**config.mk**
```make
export PLATFORM = sky130hd
export DESIGN_NAME = sfr_receiver
export DESIGN_NICKNAME = d
export VERILOG_FILES = /design/src/core/sfr_fifo.v /design/src/core/sfr_receiver.v
export VERILOG_INCLUDE_DIRS = /design/src /design/src/core
export SDC_FILE = /design/constraint.sdc
export NUM_CORES = 1
export LEC_CHECK = 0
export BUFFER_PORTS_ARGS = -buffer_cell sky130_fd_sc_hd__buf_2
export CAP_MARGIN = 0
export CORE_ASPECT_RATIO = 0.7
export CORE_MARGIN = 2
export CORE_UTILIZATION = 50
export DETAILED_ROUTE_END_ITERATION = 10
export GPL_TIMING_DRIVEN = 0
export PLACE_DENSITY = 0.77
export SLEW_MARGIN = 20
export SYNTH_ARGS = -nofsm -noshare
export SYNTH_HDL_FRONTEND = slang
export SYNTH_HIERARCHICAL = 1
export SYNTH_SLANG_ARGS = --single-unit
```
**constraint.sdc**
```tcl
create_clock -name clk -period 3.36 [get_ports clk]
set_input_delay 0.672 -clock clk [delete_from_list [all_inputs] [get_ports clk]]
set_output_delay 0.672 -clock clk [all_outputs]
set_load 0.02 [all_outputs]
```
**src/core/sfr_map.vh**
```
// Constants for the synchronous bit-oriented frame receiver.
`ifndef SFR_MAP_VH
`define SFR_MAP_VH
// Residue of a good frame whose CRC was sent inverted.
`define SFR_GOOD_RESIDUE 16'h1D0F
// Reflected CRC polynomial for the checker.
`define SFR_CRC_POLY 16'h8408
// Preset values of the checker.
`define SFR_PRESET_ONES 16'hFFFF
`define SFR_PRESET_ZERO 16'h0000
// Ones needed for stuffing and for abort.
`define SFR_ONES_STUFF 3'h5
`define SFR_ONES_ABORT 3'h7
// Character length codes.
`define SFR_LEN5 2'h0
`define SFR_LEN6 2'h2
`define SFR_LEN7 2'h1
`define SFR_LEN8 2'h3
// Receive interrupt modes that lock the FIFO after end of frame.
`define SFR_RXI_FIRST 2'h1
`define SFR_RXI_SPECIAL 2'h3
// Width of one FIFO entry: residue (3), crc error, eof, data (8).
`define SFR_ENTRY_W 13
`define SFR_E_EOF 8
`define SFR_E_CRC 9
`define SFR_E_RES_LO 10
`endif

```
**src/core/sfr_fifo.v**
```verilog
// Parameterised first-in first-out buffer with valid and ready on both sides.
`timescale 1ns/10ps
`default_nettype none
module sfr_fifo #(
  parameter WIDTH = 12,
  parameter DEPTH = 16,
  parameter AW = 4
) (
  input wire clk,
  input wire nrst,
  input wire in_valid,
  output wire in_ready,
  input wire [WIDTH-1:0] in_data,
  output wire out_valid,
  input wire out_ready,
  output wire [WIDTH-1:0] out_data
);
  // Storage array.
  reg [WIDTH-1:0] mem [0:DEPTH-1];
  // Write and read pointers with one wrap bit.
  reg [AW:0] wptr;
  reg [AW:0] rptr;
  wire full;
  wire empty;
  wire push;
  wire pop;

  assign empty = (wptr == rptr);
  assign full = (wptr[AW-1:0] == rptr[AW-1:0]) && (wptr[AW] != rptr[AW]);
  assign in_ready = !full;
  assign out_valid = !empty;
  assign push = in_valid && !full;
  assign pop = out_ready && !empty;
  assign out_data = mem[rptr[AW-1:0]];

  // ***********************************************
  // Pointer update
  // ***********************************************
  // Pointers advance on each accepted push or pop.
  always @(posedge clk or negedge nrst) begin
    if (!nrst) begin
      wptr <= {(AW+1){1'b0}};
      rptr <= {(AW+1){1'b0}};
    end else begin
      if (push) begin
        wptr <= wptr + 1'b1;
      end
      if (pop) begin
        rptr <= rptr + 1'b1;
      end
    end
  end

  // Memory write has no reset so it can map to RAM.
  always @(posedge clk) begin
    if (push) begin
      mem[wptr[AW-1:0]] <= in_data;
    end
  end
endmodule
`default_nettype wire

```
**src/core/sfr_receiver.v**
```verilog
// Bit-oriented synchronous frame receiver with flag hunt, abort and CRC.
`timescale 1ns/10ps
`default_nettype none
`include "sfr_map.vh"
module sfr_receiver #(
  parameter DEPTH = 16,
  parameter AW = 4
) (
  input wire clk,
  input wire nrst,
  input wire rx_clk_pin,
  input wire rx_data_pin,
  input wire carrier_detect_pin,
  input wire rx_enable,
  input wire auto_enable,
  input wire enter_hunt,
  input wire [1:0] char_len,
  input wire crc_preset_ones,
  input wire [1:0] rx_int_mode,
  input wire error_reset,
  input wire terminal_ready_bit,
  input wire dma_req_mode,
  input wire dma_req,
  input wire [7:0] flag_pattern_reg,
  input wire rd_data,
  output reg [7:0] rx_data,
  output wire rx_avail,
  output reg end_of_frame,
  output reg crc_error,
  output reg [2:0] residue_code,
  output reg special_condition,
  output reg hunt_state,
  output reg break_abort,
  output reg carrier_detect_bit,
  output reg ext_status_event,
  output reg address_byte,
  output reg sync_n,
  output reg terminal_ready_n
);
  // ***********************************************
  // Input synchronisers
  // ***********************************************
  // Two stages each for link clock, data and carrier pin.
  reg [2:0] sync_a;
  reg [2:0] sync_b;
  reg rxc_prev; // Last synchronised link clock level.
  wire rxc_rise;
  wire rx_bit;

  always @(posedge clk or negedge nrst) begin
    if (!nrst) begin
      sync_a <= 3'h0;
      sync_b <= 3'h0;
      rxc_prev <= 1'b0;
    end else begin
      sync_a <= {carrier_detect_pin, rx_data_pin, rx_clk_pin};
      sync_b <= sync_a;
      rxc_prev <= sync_b[0];
    end
  end
  assign rxc_rise = sync_b[0] && !rxc_prev;
  assign rx_bit = sync_b[1];

  // Receiver runs when enabled and, under auto-enable, carrier is low.
  wire rx_on = rx_enable && !(auto_enable && sync_b[2]);

  // CRC step on one bit, LSB first.
  function [15:0] crc_step;
    input [15:0] c;
    input b;
    begin
      if (c[0] ^ b) begin
        crc_step = (c >> 1) ^ `SFR_CRC_POLY;
      end else begin
        crc_step = c >> 1;
      end
    end
  endfunction

  // Bits per character from the length code.
  function [3:0] len_bits;
    input [1:0] code;
    begin
      case (code)
        `SFR_LEN5: len_bits = 4'h5;
        `SFR_LEN6: len_bits = 4'h6;
        `SFR_LEN7: len_bits = 4'h7;
        default: len_bits = 4'h8;
      endcase
    end
  endfunction

  // Bit-reverses the checker register, which holds its remainder LSB first.
  function [15:0] bit_rev16;
    input [15:0] v;
    integer k;
    begin
      for (k = 0; k < 16; k = k + 1) begin
        bit_rev16[k] = v[15 - k];
      end
    end
  endfunction

  // ***********************************************
  // Bit stream state
  // ***********************************************
  reg [7:0] pat; // Last eight raw bits, newest in bit 7.
  reg [2:0] ones; // Run of consecutive ones.
  reg [7:0] shreg; // Character being assembled.
  reg [3:0] nbits; // Bits in the character so far.
  reg [2:0] since_flag; // Data bits since the flag, modulo eight, residue.
  reg [15:0] crc; // Checker remainder.
  reg in_frame; // Data seen since the opening flag.
  reg first_char; // Next character is the address field.
  reg [7:0] data_mark; // Set where the bit held in pat is a data bit.
  reg [`SFR_ENTRY_W-1:0] push_data;
  reg push;
  reg locked; // FIFO held after end-of-frame.
  wire push_ready;
  wire pop_valid;
  wire [`SFR_ENTRY_W-1:0] pop_data;
  wire [7:0] next_pat = {rx_bit, pat[7:1]};
  wire flag_hit = (next_pat == flag_pattern_reg);
  wire abort_hit = rx_bit && (ones == (`SFR_ONES_ABORT - 3'h1));
  wire stuffed = !rx_bit && (ones == `SFR_ONES_STUFF);
  wire [15:0] preset = crc_preset_ones ? `SFR_PRESET_ONES : `SFR_PRESET_ZERO;
  wire [3:0] want = len_bits(char_len);
  // The bit leaving pat, folded into checker, character and residue.
  wire [15:0] crc_fin = data_mark[0] ? crc_step(crc, pat[0]) : crc;
  wire [7:0] sh_fin = data_mark[0] ? {pat[0], shreg[7:1]} : shreg;
  wire [2:0] res_fin = since_flag + {2'h0, data_mark[0]};
  // A good frame leaves the fixed residue, not zero, in the checker.
  wire crc_bad = (bit_rev16(crc_fin) != `SFR_GOOD_RESIDUE);

  // ***********************************************
  // Receive process
  // ***********************************************
  // Acts once per rising link clock edge while the receiver is on.
  always @(posedge clk or negedge nrst) begin
    if (!nrst) begin
      pat <= 8'h00;
      ones <= 3'h0;
      shreg <= 8'h00;
      nbits <= 4'h0;
      since_flag <= 3'h0;
      crc <= `SFR_PRESET_ZERO;
      in_frame <= 1'b0;
      first_char <= 1'b0;
      data_mark <= 8'h00;
      hunt_state <= 1'b1;
      break_abort <= 1'b0;
      sync_n <= 1'b1;
      push <= 1'b0;
      push_data <= {`SFR_ENTRY_W{1'b0}};
      residue_code <= 3'h0;
      crc_error <= 1'b0;
      ext_status_event <= 1'b0;
    end else begin
      push <= 1'b0;
      ext_status_event <= 1'b0;
      if (rxc_rise) begin
        sync_n <= 1'b1;
      end
      if (!rx_on || enter_hunt) begin
        if (!hunt_state) begin
          ext_status_event <= 1'b1;
        end
        hunt_state <= 1'b1;
        in_frame <= 1'b0;
        nbits <= 4'h0;
        data_mark <= 8'h00;
        crc <= preset;
      end else if (rxc_rise) begin
        pat <= next_pat;
        // Mark the new bit; a stuffed zero never reaches the data path.
        data_mark <= {!stuffed, data_mark[7:1]};
        ones <= rx_bit ? ((ones == `SFR_ONES_ABORT) ? ones : ones + 3'h1)
                       : 3'h0;
        if (!rx_bit && break_abort) begin
          break_abort <= 1'b0;
          ext_status_event <= 1'b1;
        end
        if (abort_hit) begin
          if (!break_abort) begin
            ext_status_event <= 1'b1;
          end
          break_abort <= 1'b1;
          hunt_state <= 1'b1;
          in_frame <= 1'b0;
          nbits <= 4'h0;
          data_mark <= 8'h00;
          crc <= preset;
        end else if (flag_hit) begin
          sync_n <= 1'b0;
          if (hunt_state) begin
            ext_status_event <= 1'b1;
          end
          hunt_state <= 1'b0;
          first_char <= 1'b1;
          if (in_frame && !hunt_state) begin
            // Closing flag; leftover bits go out with the status.
            push <= 1'b1;
            push_data <= {res_fin, crc_bad, 1'b1, sh_fin};
            residue_code <= res_fin;
            crc_error <= crc_bad;
          end
          in_frame <= 1'b0;
          nbits <= 4'h0;
          since_flag <= 3'h0;
          // The flag's own bits are not data.
          data_mark <= 8'h00;
          crc <= preset;
        end else if (hunt_state) begin
          crc <= preset;
        end else if (data_mark[0]) begin
          // Data bit: assemble, check, and count residue.
          crc <= crc_fin;
          in_frame <= 1'b1;
          since_flag <= since_flag + 3'h1;
          if (nbits + 4'h1 == want) begin
            push <= 1'b1;
            push_data <= {3'h0, 1'b0, 1'b0, sh_fin};
            nbits <= 4'h0;
            first_char <= 1'b0;
          end else begin
            nbits <= nbits + 4'h1;
          end
          shreg <= sh_fin;
        end
      end
    end
  end
  // The CRC and character run eight bits behind the flag detector, so a
  // flag's own bits never reach the character or the checker.

  // ***********************************************
  // Receive FIFO
  // ***********************************************
  sfr_fifo #(
    .WIDTH(`SFR_ENTRY_W),
    .DEPTH(DEPTH),
    .AW(AW)
  ) u_fifo (
    .clk(clk),
    .nrst(nrst),
    .in_valid(push),
    .in_ready(push_ready),
    .in_data(push_data),
    .out_valid(pop_valid),
    .out_ready(rd_data && !locked),
    .out_data(pop_data)
  );

  assign rx_avail = pop_valid && !locked;

  // ***********************************************
  // Output position and special condition
  // ***********************************************
  // Presents the head entry; end-of-frame locks in some modes.
  always @(posedge clk or negedge nrst) begin
    if (!nrst) begin
      rx_data <= 8'h00;
      end_of_frame <= 1'b0;
      special_condition <= 1'b0;
      locked <= 1'b0;
      address_byte <= 1'b0;
    end else begin
      rx_data <= pop_data[7:0];
      end_of_frame <= pop_valid && pop_data[`SFR_E_EOF];
      address_byte <= first_char;
      if (pop_valid && pop_data[`SFR_E_EOF]) begin
        special_condition <= 1'b1;
      end else if (error_reset) begin
        special_condition <= 1'b0;
      end
      if (rd_data && pop_valid && pop_data[`SFR_E_EOF] &&
          (rx_int_mode == `SFR_RXI_FIRST ||
           rx_int_mode == `SFR_RXI_SPECIAL)) begin
        locked <= 1'b1;
      end else if (error_reset) begin
        locked <= 1'b0;
      end
    end
  end

  // ***********************************************
  // Modem pins
  // ***********************************************
  // Carrier status follows the pin; ready pin is the inverted bit, or dma_req when dma_req_mode is set.
  always @(posedge clk or negedge nrst) begin
    if (!nrst) begin
      carrier_detect_bit <= 1'b0;
      terminal_ready_n <= 1'b1;
    end else begin
      carrier_detect_bit <= sync_b[2];
      terminal_ready_n <= dma_req_mode ? dma_req
                                       : !terminal_ready_bit;
    end
  end
endmodule
`default_nettype wire

```
; Word-level counts from Yosys, hierarchy flattened
; Memories as Yosys holds them, arrays and structs flattened.
; Cells that the tools add are included.
[totals]
ramBits = 208
mem_count = 1
register_bits = 105
elab_cells = 183
out_inout_bits = 22
input_bits = 26
[classes]
eq_ne = 17
add_sub_neg = 6
n_bitwise = 6
mux = 75
reduce_logical = 49
[mem_list]
columns = memory, words, word_bits, rd, rd_ports_with_merged_regs, wr, line
row1 = u_fifo.mem, 16, 13, 1, 0, 1, sfr_fifo.v:19  ; reg [WIDTH-1:0] mem [0:DEPTH-1];
[op_table]
columns = op, count
row1 = 2-to-1 mux 16 bit, 9
row2 = 2-to-1 mux 13 bit, 5
row3 = 2-to-1 mux 1 bit, 43
row4 = 2-to-1 mux 8 bit, 5
row5 = 2-to-1 mux 4 bit, 7
row6 = logical AND 1 bit, 16
row7 = != test 16 x 13 -> 1 bit (second input constant), 1
row8 = 2-to-1 mux 3 bit, 5
row9 = case mux 4 bit (3 select lines), 1
row10 = AND reduction 6 bit, 2
row11 = nonzero test 2 bit, 6
row12 = adder 5 x 1 -> 5 bit (second input constant), 2
row13 = zero test 1 bit, 10
row14 = AND reduction 5 bit, 2
row15 = equality test 3 bit (second input constant), 3
row16 = AND reduction 3 bit, 3
row17 = equality test 4 bit, 2
row18 = equality test 8 bit, 1
row19 = AND reduction 7 bit, 1
row20 = adder 3 x 1 -> 3 bit (second input constant), 2
row21 = AND reduction 2 bit, 3
row22 = equality test 5 bit, 1
row23 = nonzero test 5 bit, 1
row24 = adder 4 x 1 -> 4 bit (second input constant), 1
row25 = 14 further kinds, 21

; Logic depth before layout (Yosys ltp)
[logic_depth]
word_depth = 10
ltp_mapped = 9
mapped_depth_nobuf = 8

; Hierarchy
; The synthesis kept the hierarchy.
[by_module_without_submodules]
columns = mod, cells_per_inst, n_inst, seq_area_each_um2, area_each_um2
row1 = sfr_fifo, 404, 1, 6496.2, 8672.1
row2 = sfr_receiver, 353, 1, 2381.0, 4245.3

; Least setup slack after synthesis
; Ideal clock, no wire load.
[synth_timing]
path_type = flip-flop to flip-flop
from = reg u_fifo.rptr[1]
to = mem u_fifo/mem[12][0] (netlist name) (enable)
n_path_buf = 2
setup_time_ns = 0.400
path_slack_ns = 0.887
t_required_ns = 2.960
path_stages_with_launch = 7
period_less_slack_ns = 2.473
t_arrival_ns = 2.073
path_cell_list = dfrtp_1 > buf_6 > xnor2_2 > nand4_2 > buf_2 > nor2_2 > nor3_1
[synth_between]
elab_chain_cells = 6
[synth_rtl]
columns = element, line
row1 = from (decl), sfr_fifo.v:22  ; reg [AW:0] rptr;
row2 = from (signal assigned), sfr_fifo.v:43  ; rptr <= {(AW+1){1'b0}};
row3 = from (signal assigned), sfr_fifo.v:49  ; rptr <= rptr + 1'b1;
row4 = equality test 4 bit, sfr_fifo.v:29  ; assign full = (wptr[AW-1:0] == rptr[AW-1:0]) && (wptr[AW] != rptr[AW]);
row5 = logical AND 1 bit, sfr_fifo.v:29
row6 = zero test 1 bit, n/a
row7 = logical AND 1 bit, sfr_fifo.v:32  ; assign push = in_valid && !full;
row8 = 2-to-1 mux 1 bit, sfr_fifo.v:56  ; if (push) begin
row9 = 2-to-1 mux 1 bit (implied by the code), sfr_fifo.v:57  ; mem[wptr[AW-1:0]] <= in_data;
row10 = to (decl), sfr_fifo.v:19
; No other way between the ends.

; Worst setup path in the final report
[layout_timing]
from = reg u_fifo.rptr[1]
to = out rx_avail
[layout_between]
elab_chain_cells = 3
[layout_rtl]
columns = element, line
row1 = equality test 5 bit, sfr_fifo.v:28  ; assign empty = (wptr == rptr);
row2 = zero test 1 bit, sfr_fifo.v:31  ; assign out_valid = !empty;
row3 = named net pop_valid, sfr_receiver.v:120  ; wire pop_valid;
row4 = logical AND 1 bit, sfr_receiver.v:254  ; assign rx_avail = pop_valid && !locked;
row5 = to (decl), sfr_receiver.v:27  ; output wire rx_avail,
; The timed path passes the listed nets, and every way through them passes these cells.

==> flow_summary.ini <==
[status]
status = completed

[power]
p_total_uw = 7490
p_leak_uw = 0.00438
p_per_area_mw_per_mm2 = 639
vdd.ir_drop.worst_uv = 320

[grt]
grt.overflow.total = 0
first_pass_grt_wire_length_um = 33200
grtUsageTotal_pct = 19.6
antenna_found_initial = 0
grt_start_max_net_pins = 55
first_global_vias = 5850

[yosys]
ys.warnings.count = 6
post_syn_area_sq_mm = 0.0104
syn_inst = 652
synth.avg_cell_area_sq_um = 15.9
syn-num-nets = 694

[clock_tree]
cts_tree = done
total_clock_buffers_created_by_cts = 23
ctsLongestPathBuffers = 3
count_of_h_tree_levels_built_during_cts = 1
clock-root-buffer = clkbuf_16
post-cts-setup-buffer-count = 0
path_clk_slew_ns = 0.06
clkLatencyLatePin_ns = 0.51
ctsHoldBuffers = 0
ctsResizeCount = 0
cts.sink_count = 245

[sta]
period_minus_slack_ns = 2.89
hold_viol_final = 0
slew_headroom_pct = 32.3
post-route-worst-setup-slack_ns = 0.465
final-max-slew-violation-count = 0
clock-skew-final_ns = 0.0165
finalSetupViolations = 0
fin_worst_hold_slack_ns = 0.136
max_clock_freq_mhz = 345
timing.final.crit_share_pct = 86.2
timing_worst_slew_pin_value_ns = 1.01
grt_setup_unrepaired = false
total_negative_slack_ns = 0

[route]
routed_wl_um = 20900
drt_drc_violations_left = 0
route.antenna.remaining_nets = 0
route.vias.total = 5897
routed_via_density = 5.80
drt-initial-drc-count = 541
route.detailed.wl_per_inst_um = 20.6
dr.pass1.iters = 7

[floorplanning]
num_io_pins = 48
core_box_area_sq_mm = 0.0205
initial_utilization_pct = 50.5
placementRows = 44
die_y_um = 125
dieArea_sq_mm = 0.0219
die_w_um = 176

[hold_path]
worst_hold_class = in2async

[placed_design]
global_placer_s_final_weighted_congestion = 0.876
buffer_ports.inserted = 46
place_hpwl_um = 14300
dpl_worst_slack_ns = 0.767

[final_layout]
finish.utilization_pct = 57.0
flow.area_growth_from_synthesis_pct = 12.9
layout-drive-gt1-share_pct = 22.3
multiInputGateArea_sq_mm = 0.00325
seq_area_sq_mm = 0.00686
finish.net_count = 766
antenna_cells_inserted = 0
fillers = 1558

[setup_path]
worstSetupStartpointType = flop
most_used_cell_along_the_critical_path = buf_2
timing.critical_path.cells = buf_6 -> xnor2_2 -> nand4_2 -> buf_2 -> or2_1 -> nor2b_1 -> buf_2
cp-end-kind = output port
critPathRequiredTime_ns = 2.69
worst_path_max_delay_cell = dfrtp_1
path_max_fanout = 10
criticalPathCategory = reg2out
crit_path_max_incr_delay_ns = 0.40
critical_path_arrival_ns = 2.22

[flow_run]
max_capacitance_violation_count = 0
==> per-layer routing <==
layer / up-vias / global-route usage, % / routed length (um)
li1: 2643 / - / -
met5: - / 0 / 0
met4: 0 / 4.81 / 416
met3: 36 / 3.14 / 1510
met2: 237 / 30.4 / 9820
met1: 2981 / 29.4 / 9170
==> registers in the layout, summed over array words and instances (netlist names), 3 cells and up, named ones only <==
register / cells
u_fifo/mem: 144
crc: 16
push_data: 9
data_mark: 8
pat: 8
rx_data: 8
shreg: 8
u_fifo/rptr: 5
u_fifo/wptr: 5
nbits: 4
ones: 3
residue_code: 3
since_flag: 3
sync_a: 3
sync_b: 3
==> through the flow <==
stage	area, sq um	std cells
2_1_floorplan	10400	652
3_3_place_gp	11000	974
3_5_place_dp	11000	975
4_1_cts	11700	1017
5_1_grt	11700	1017
6_report	11700	1017
==> report_power, final <==
group	internal [uW]	switching [uW]
logic	724	896
clock network	1370	1070
registers	3310	113
==> final cells by class <==
class	instances	area share [%]
Timing Repair Buffer	47	2.25
Tap cell	276	2.95
Sequential cell	245	58.5
Multi-Input combinational cell	356	27.8
Clock buffer	34	5.63
Clock inverter	8	0.449
Buffer	33	1.84
Inverter	18	0.577
==> worst max-delay path: cells and delay by family, from the launching register on <==
family | cells | cell delay, ns
simple gates | 3 | 0.56
buf+inv | 3 | 0.59
xor+xnor | 1 | 0.17
flops | 1 | 0.40
==> cell usage in the layout, fill, tap and decap left out, types with 5 or more instances in the layout <==
cell type  instances
edfxtp_1         144
dfrtp_1           98
nand2_1           60
buf_2             59
nor2_1            26
xnor2_1           25
clkbuf_16         25
mux4_1            22
o21ai_0           20
inv_1             18
mux2_2            18
a22oi_1           18
clkbuf_1          17
ha_1              16
mux4_2            14
a221o_1           13
mux2_1            10
nor2b_1            8
o21ai_1            8
a21oi_1            7
mux2_4             7
nor3_1             6
nand3_1            5
o22ai_1            5
nor3_2             5
==> path summary, 6_finish.rpt <==
check                               start  depth (start not counted)         end  slack, ns
max                        u_fifo/rptr[1]                          7    rx_avail       0.47
min                                  nrst                          1    nbits[0]       0.14
max reg2reg                       ones[0]                          7    shreg[0]       0.81
min reg2reg                     sync_a[0]                          0   sync_b[0]       0.35
max in group asynchronous            nrst                          2  hunt_state       2.54
min in group clk               rx_clk_pin                          1   sync_a[0]       0.26
Power figures use the tool's default switching activity.
